### src/common/bfp_map.vh
// Constants, timing figures and register map of the bridge fault supervisor.
`ifndef BFP_MAP_VH
`define BFP_MAP_VH

// ****************************************************************
// Timing
// ****************************************************************
`define BFP_CLK_MHZ 200
`define BFP_BLANK_NS 1500
`define BFP_BLANK_CYC ((`BFP_BLANK_NS * `BFP_CLK_MHZ + 999) / 1000)

// ****************************************************************
// Register map (byte addresses)
// ****************************************************************
`define BFP_ADR_W 4
`define BFP_REG_STATUS 4'h0
`define BFP_REG_CTRL 4'h4
`define BFP_CTRL_RST 1'b0

// Status fields.
`define BFP_ST_THERMAL 0
`define BFP_ST_OVERCUR 1
`define BFP_ST_UNDERV 2
`define BFP_ST_STANDBY 3
`define BFP_ST_A_DIR 5:4
`define BFP_ST_B_DIR 7:6
`define BFP_ST_FORCE 8

// Channel direction codes.
`define BFP_DIR_STOP 2'h0
`define BFP_DIR_FWD 2'h1
`define BFP_DIR_REV 2'h2

`endif

### src/hw/bfp_top.v
// Bridge fault supervisor: input decode, fault shutdowns and Wishbone status port.
//
// Our own choices: the Wishbone interface to the registers and the register addresses.
`timescale 1ns/1ps
`include "bfp_map.vh"

module bfp_top #(
    parameter BLANK_CYC = `BFP_BLANK_CYC,
    parameter CNT_W = 9
) (
    input wire clk,
    input wire sys_rst,
    input wire ch_a_fwd_in,
    input wire ch_a_rev_in,
    input wire ch_b_fwd_in,
    input wire ch_b_rev_in,
    input wire thermal_trip_in,
    input wire thermal_cool_in,
    input wire overcurrent_in,
    input wire supply_low_in,
    output reg ch_a_out_p,
    output reg ch_a_out_n,
    output reg ch_a_out_en,
    output reg ch_b_out_p,
    output reg ch_b_out_n,
    output reg ch_b_out_en,
    output wire thermal_shutdown,
    output wire overcurrent_shutdown,
    output wire undervoltage_lockout,
    input wire wb_cyc_i,
    input wire wb_stb_i,
    input wire wb_we_i,
    input wire [`BFP_ADR_W-1:0] wb_adr_i,
    input wire [3:0] wb_sel_i,
    input wire [31:0] wb_dat_i,
    output reg [31:0] wb_dat_o,
    output reg wb_ack_o
);

    // ****************************************************************
    // Input synchronisers
    // ****************************************************************
    // All eight inputs come from pins or analog comparators.
    wire [7:0] raw_in;
    reg [7:0] sync1_r;
    reg [7:0] sync2_r;
    assign raw_in = {supply_low_in, overcurrent_in, thermal_cool_in, thermal_trip_in,
                     ch_b_rev_in, ch_b_fwd_in, ch_a_rev_in, ch_a_fwd_in};

    always @(posedge clk) begin
        if (sys_rst) begin
            sync1_r <= 8'h00;
            sync2_r <= 8'h00;
        end else begin
            sync1_r <= raw_in;
            sync2_r <= sync1_r;
        end
    end

    wire a_fwd = sync2_r[0];
    wire a_rev = sync2_r[1];
    wire b_fwd = sync2_r[2];
    wire b_rev = sync2_r[3];
    wire t_trip = sync2_r[4];
    wire t_cool = sync2_r[5];
    wire oc_det = sync2_r[6];
    wire uv_det = sync2_r[7];

    // ****************************************************************
    // Mode decode
    // ****************************************************************
    reg [1:0] a_dir_r;
    reg [1:0] a_dir_nxt;
    reg [1:0] b_dir_r;
    reg [1:0] b_dir_nxt;
    reg standby_r;
    wire standby_now = ~(a_fwd | a_rev | b_fwd | b_rev);

    // Both high keeps the previous direction, so the input that rose first wins.
    always @* begin
        case ({a_rev, a_fwd})
            2'b00: a_dir_nxt = `BFP_DIR_STOP;
            2'b01: a_dir_nxt = `BFP_DIR_FWD;
            2'b10: a_dir_nxt = `BFP_DIR_REV;
            default: a_dir_nxt = a_dir_r;
        endcase
        case ({b_rev, b_fwd})
            2'b00: b_dir_nxt = `BFP_DIR_STOP;
            2'b01: b_dir_nxt = `BFP_DIR_FWD;
            2'b10: b_dir_nxt = `BFP_DIR_REV;
            default: b_dir_nxt = b_dir_r;
        endcase
    end

    always @(posedge clk) begin
        if (sys_rst) begin
            a_dir_r <= `BFP_DIR_STOP;
            b_dir_r <= `BFP_DIR_STOP;
            standby_r <= 1'b1;
        end else begin
            a_dir_r <= a_dir_nxt;
            b_dir_r <= b_dir_nxt;
            standby_r <= standby_now;
        end
    end

    // ****************************************************************
    // Fault supervision
    // ****************************************************************
    reg therm_r;
    reg oc_r;
    reg uv_r;
    reg [CNT_W-1:0] blank_cnt_r;
    wire blank_done = (blank_cnt_r == BLANK_CYC[CNT_W-1:0] - 1'b1);
    // Leaving standby into any driven mode is the host's release sequence.
    wire oc_release = standby_r & ~standby_now;

    always @(posedge clk) begin
        if (sys_rst) begin
            therm_r <= 1'b0;
            oc_r <= 1'b0;
            uv_r <= 1'b0;
            blank_cnt_r <= {CNT_W{1'b0}};
        end else begin
            // Trip and release use separate comparator levels, giving hysteresis.
            if (t_trip) begin
                therm_r <= 1'b1;
            end else if (t_cool) begin
                therm_r <= 1'b0;
            end
            uv_r <= uv_det;
            // The indication must stay high for the whole interval; any gap restarts it.
            if (!oc_det) begin
                blank_cnt_r <= {CNT_W{1'b0}};
            end else if (!blank_done) begin
                blank_cnt_r <= blank_cnt_r + 1'b1;
            end
            // A trip in the release cycle still wins, so no overcurrent is lost.
            if (oc_det && blank_done) begin
                oc_r <= 1'b1;
            end else if (oc_release) begin
                oc_r <= 1'b0;
            end
        end
    end

    assign thermal_shutdown = therm_r;
    assign overcurrent_shutdown = oc_r;
    assign undervoltage_lockout = uv_r;

    // ****************************************************************
    // Bridge outputs
    // ****************************************************************
    reg force_off_r;
    wire run_ok = ~therm_r & ~oc_r & ~uv_r & ~force_off_r;

    always @(posedge clk) begin
        if (sys_rst) begin
            ch_a_out_p <= 1'b0;
            ch_a_out_n <= 1'b0;
            ch_a_out_en <= 1'b0;
            ch_b_out_p <= 1'b0;
            ch_b_out_n <= 1'b0;
            ch_b_out_en <= 1'b0;
        end else begin
            // Any shutdown or stop releases both half-bridges of a channel.
            ch_a_out_en <= run_ok & (a_dir_nxt != `BFP_DIR_STOP);
            ch_a_out_p <= run_ok & (a_dir_nxt == `BFP_DIR_FWD);
            ch_a_out_n <= run_ok & (a_dir_nxt == `BFP_DIR_REV);
            ch_b_out_en <= run_ok & (b_dir_nxt != `BFP_DIR_STOP);
            ch_b_out_p <= run_ok & (b_dir_nxt == `BFP_DIR_FWD);
            ch_b_out_n <= run_ok & (b_dir_nxt == `BFP_DIR_REV);
        end
    end

    // ****************************************************************
    // Wishbone slave
    // ****************************************************************
    wire wb_req = wb_cyc_i & wb_stb_i & ~wb_ack_o;
    reg [31:0] rd_nxt;

    always @* begin
        rd_nxt = 32'h00000000;
        case (wb_adr_i)
            `BFP_REG_STATUS: begin
                rd_nxt[`BFP_ST_THERMAL] = therm_r;
                rd_nxt[`BFP_ST_OVERCUR] = oc_r;
                rd_nxt[`BFP_ST_UNDERV] = uv_r;
                rd_nxt[`BFP_ST_STANDBY] = standby_r;
                rd_nxt[`BFP_ST_A_DIR] = a_dir_r;
                rd_nxt[`BFP_ST_B_DIR] = b_dir_r;
                rd_nxt[`BFP_ST_FORCE] = force_off_r;
            end
            `BFP_REG_CTRL: begin
                rd_nxt[0] = force_off_r;
            end
            default: begin
                rd_nxt = 32'h00000000;
            end
        endcase
    end

    always @(posedge clk) begin
        if (sys_rst) begin
            wb_ack_o <= 1'b0;
            wb_dat_o <= 32'h00000000;
            force_off_r <= `BFP_CTRL_RST;
        end else begin
            wb_ack_o <= wb_req;
            wb_dat_o <= wb_req ? rd_nxt : 32'h00000000;
            if (wb_req && wb_we_i && wb_sel_i[0] && wb_adr_i == `BFP_REG_CTRL) begin
                force_off_r <= wb_dat_i[0];
            end
        end
    end

endmodule

### config.mk
export PLATFORM = sky130hd
export DESIGN_NAME = bfp_top
export DESIGN_NICKNAME = d
export VERILOG_FILES = /design/src/hw/bfp_top.v
export VERILOG_INCLUDE_DIRS = /design/src /design/src/common
export SDC_FILE = /design/constraint.sdc
export NUM_CORES = 1
export LEC_CHECK = 0
export BUFFER_PORTS_ARGS = -buffer_cell sky130_fd_sc_hd__buf_2
export CAP_MARGIN = 15
export CORE_MARGIN = 1
export CORE_UTILIZATION = 45
export DETAILED_ROUTE_END_ITERATION = 6
export GPL_TIMING_DRIVEN = 0
export MAX_ROUTING_LAYER = met4
export PLACE_DENSITY = 0.8
export SLEW_MARGIN = 20
export SYNTH_ARGS = -nofsm -noshare
export SYNTH_HDL_FRONTEND = slang
export SYNTH_SLANG_ARGS = --single-unit
### constraint.sdc
create_clock -name clk -period 2.9 [get_ports clk]
set_input_delay 0.435 -clock clk [delete_from_list [all_inputs] [get_ports clk]]
set_output_delay 0.435 -clock clk [all_outputs]
set_load 0.02 [all_outputs]
==> metrics.md <==
| Metric | Value |
|---|---|
| # resized after CTS | `0` |
| Crit-path slowest cell | `dfxtp_1` |
| Async S/R FF share, synth | `0%` |
| Initial Util | `46.99%` |
| Xor/xnor share of the synthesized area | `0.9253%` |
| Largest net degree at the start of global routing | `16` |
| Non-Filler Instances | `300` |
| Crit end category | `register` |
| Hold-fix buffers at CTS | `0` |
| Crit-path cells | `ha_1 > and4b_1 > a211o_1 > a21oi_1` |
| Ys flop type | `dfxtp_1` |
| RSZ-0062 raised after global routing | `false` |
| Most frequent cell after synthesis | `dfxtp_1` |
| Worst min path class | `in2reg` |
| Synth Area in Compound Gates | `8.460%` |
| GRT overflow | `0` |
| Critical Path RT | `3.13 ns` |
| Multiplexer share of the synthesized area | `0.5288%` |
| GRT Overall Usage | `15.82%` |
| Setup bufs post-CTS | `0` |
| First-pass GRT wire length | `4968 µm` |
| Outcome | `finished, final reports clean` |
| Largest delay share family, worst path | `compound AO/OA/AOI/OAI gates` |
| Synth area leaders | `dfxtp_1 53%, buf_4 9.1%, nor2b_1 5.6%, and2_1 2.6%, o21ai_0 2.1%` |
| Vias | `1362` |
| Synth Instances | `185` |
| CP peak stage delay | `0.34 ns` |
| Average size of a mapped cell | `10.23 µm²` |
| Multi-input logic area | `757.0 µm²` |
| Fin. Hold Viols | `0` |
| Main combinational cell family by area after synthesis | `simple AND/OR/NAND/NOR gates` |
| DRC | `0` |
| Static Leak | `1.058 nW` |
| Max Root-Sink Buffers | `2` |
| Sink Count | `50` |
| Final period util | `45.99%` |
| Worst VDD drop | `0.2263 mV` |
| F_max | `749.8 MHz` |
| FF/Latch Area | `1001 µm²` |
| Die Ht | `66.86 µm` |
| Area delta synth->final | `21.61%` |
| Max_cap viols | `0` |
| Buf+Inv Stages, Crit Path | `0` |
| WL final | `3044 µm` |
| Tmin final | `1.334 ns` |
| Cts bufs inserted | `5` |
| Final setup violation count | `0` |
| H-Tree Depth | `2` |
| Detailed placer's ending HPWL | `2278 µm` |
| Clk_lat worst skew | `0.30 ns` |
| Top cells by instance count after synthesis | `50 x dfxtp_1, 23 x buf_4, 17 x nor2b_1` |
| Vias in the first global route | `1110` |
| Die area | `4470 µm²` |
| Yosys reg bits | `50` |
| Measured slew at the worst slew-check pin | `0.5210 ns` |
| Avg WL per Cell | `10.15 µm` |
| Fraction of the mapped netlist area in simple logic gates | `24.85%` |
| Initial antenna violation count | `0` |
| Row count | `23` |
| Skew final | `0.008428 ns` |
| Sequential area share after synthesis | `52.88%` |
| Port Buffers | `36` |
| Filler instances | `389` |
| Post-Synth Adder-Cell Area | `0.6609%` |
| GP Congestion | `0.7207` |
| Core area | `4029 µm²` |
| DR iter-0 viols | `81` |
| Number of enable flip-flop cells after synthesis | `0` |
| # diodes | `0` |
| TritonCTS clock tree | `built` |
| Yosys warnings | `0` |
| Power per cell area | `522.8 nW/µm²` |
| DRT Pass-1 Iters | `4` |
| Final Max Tran Viols | `0` |
| Element type at the critical path start | `register` |
| Top-level I/O count | `95` |
| Netlist cell types | `39` |
| Synth area leader | `dfxtp_1` |
| Critical path class | `reg2reg` |
| DRT antenna net count | `0` |
| Max-slew headroom | `65.27%` |
| Synthesized cell area | `1893 µm²` |
| Root Buffer Master | `clkbuf_8` |
| Synth top area share | `52.88%` |
| Worst EP arrival | `1.57 ns` |
| Setup TNS | `0 ns` |
| Nets | `304` |
| Clock transition at the registers of the reported paths | `0.08 ns` |
| CP Max Fanout | `6` |
| Chip width | `66.86 µm` |
| Drt via density | `4.540` |
| Layout cells sized above 1 | `28.80%` |
| Dpl cells | `293` |
placed cells by master (no fill, tap or decap), drive strengths merged, types with 2 or more instances in the layout:
cell type / count
a21oi: 7
and2: 8
and2b: 4
and3: 4
buf: 60
clkbuf: 7
clkinvlp: 2
conb: 23
dfxtp: 50
inv: 7
nand2: 7
nand3: 6
nor2: 6
nor2b: 17
nor3: 2
nor3b: 4
nor4: 2
o211a: 2
o21ai: 9
o41ai: 3
or3: 5
xor2: 2
per-stage QoR:
stage | hold slack, ns | cell area [µm²] | utilization [%] | worst slack, ns | total power [mW]
after detailed placement | 0.4176 | 2218 | 55.06 | 1.388 | 0.8404
after CTS | 0.3290 | 2302 | 57.14 | 1.556 | 1.223
after global placement | 0.4151 | 2218 | 55.06 | 1.393 | 0.8384
after global routing | 0.3256 | 2302 | 57.14 | 1.498 | 1.265
final | 0.3375 | 2302 | 57.14 | 1.566 | 1.204
after floorplan | 0.4109 | 1976 | - | 1.580 | 0.8150
final cells by class:
cell class,count,share of cell area (%)
Sequential cell,50,43.48
Multi-Input combinational cell,124,32.88
Buffer,26,8.315
Timing Repair Buffer,36,7.826
Clock buffer,5,2.989
Tap cell,50,2.717
Inverter,7,1.141
Clock inverter,2,0.6522
where the power goes:
part / switching, mW / leakage [nW] / total [mW] / internal, mW
registers: 0.00899 / 0.408 / 0.713 / 0.704
clock network: 0.215 / 0.0362 / 0.380 / 0.165
logic: 0.0610 / 0.614 / 0.111 / 0.0503
layer usage:
| metal | vias up | global-route usage, % | share of wire, % |
|---|---|---|---|
| met5 | - | - | 0 |
| met4 | 0 | 7.979 | 2.1 |
| met3 | 7 | 4.966 | 7.0 |
| met2 | 51 | 25.38 | 47 |
| met1 | 594 | 17.64 | 44 |
| li1 | 710 | - | - |
logic make-up after synthesis:
kind of cell | Yosys count
AO/OA/AOI/OAI | 25
other | 1
adder cells (fa/ha/maj) | 1
AND/OR/NAND/NOR | 72
buffers and inverters | 33
flip-flops | 50
multiplexers | 1
XOR/XNOR | 2
registers in the layout, summed over array words and instances, names as in the netlist:
name,count
ch_b_out_p,1
ch_a_out_p,1
force_off_r,1
a_dir_r,2
blank_cnt_r,9
ch_a_out_n,1
overcurrent_shutdown,1
ch_b_out_n,1
wb_dat_o,9
ch_b_out_en,1
undervoltage_lockout,1
wb_ack_o,1
standby_r,1
b_dir_r,2
sync1_r,8
sync2_r,8
thermal_shutdown,1
ch_a_out_en,1
final timing paths:
path / startpoint / to / slack (ns) / depth (start not counted)
max: blank_cnt_r[0] / blank_cnt_r[2] / 1.57 / 4
min: thermal_trip_in / sync1_r[4] / 0.34 / 2
max reg2reg: blank_cnt_r[0] / blank_cnt_r[2] / 1.57 / 4
min reg2reg: sync1_r[0] / sync2_r[0] / 0.44 / 1
(Power assumes the default switching activity.)
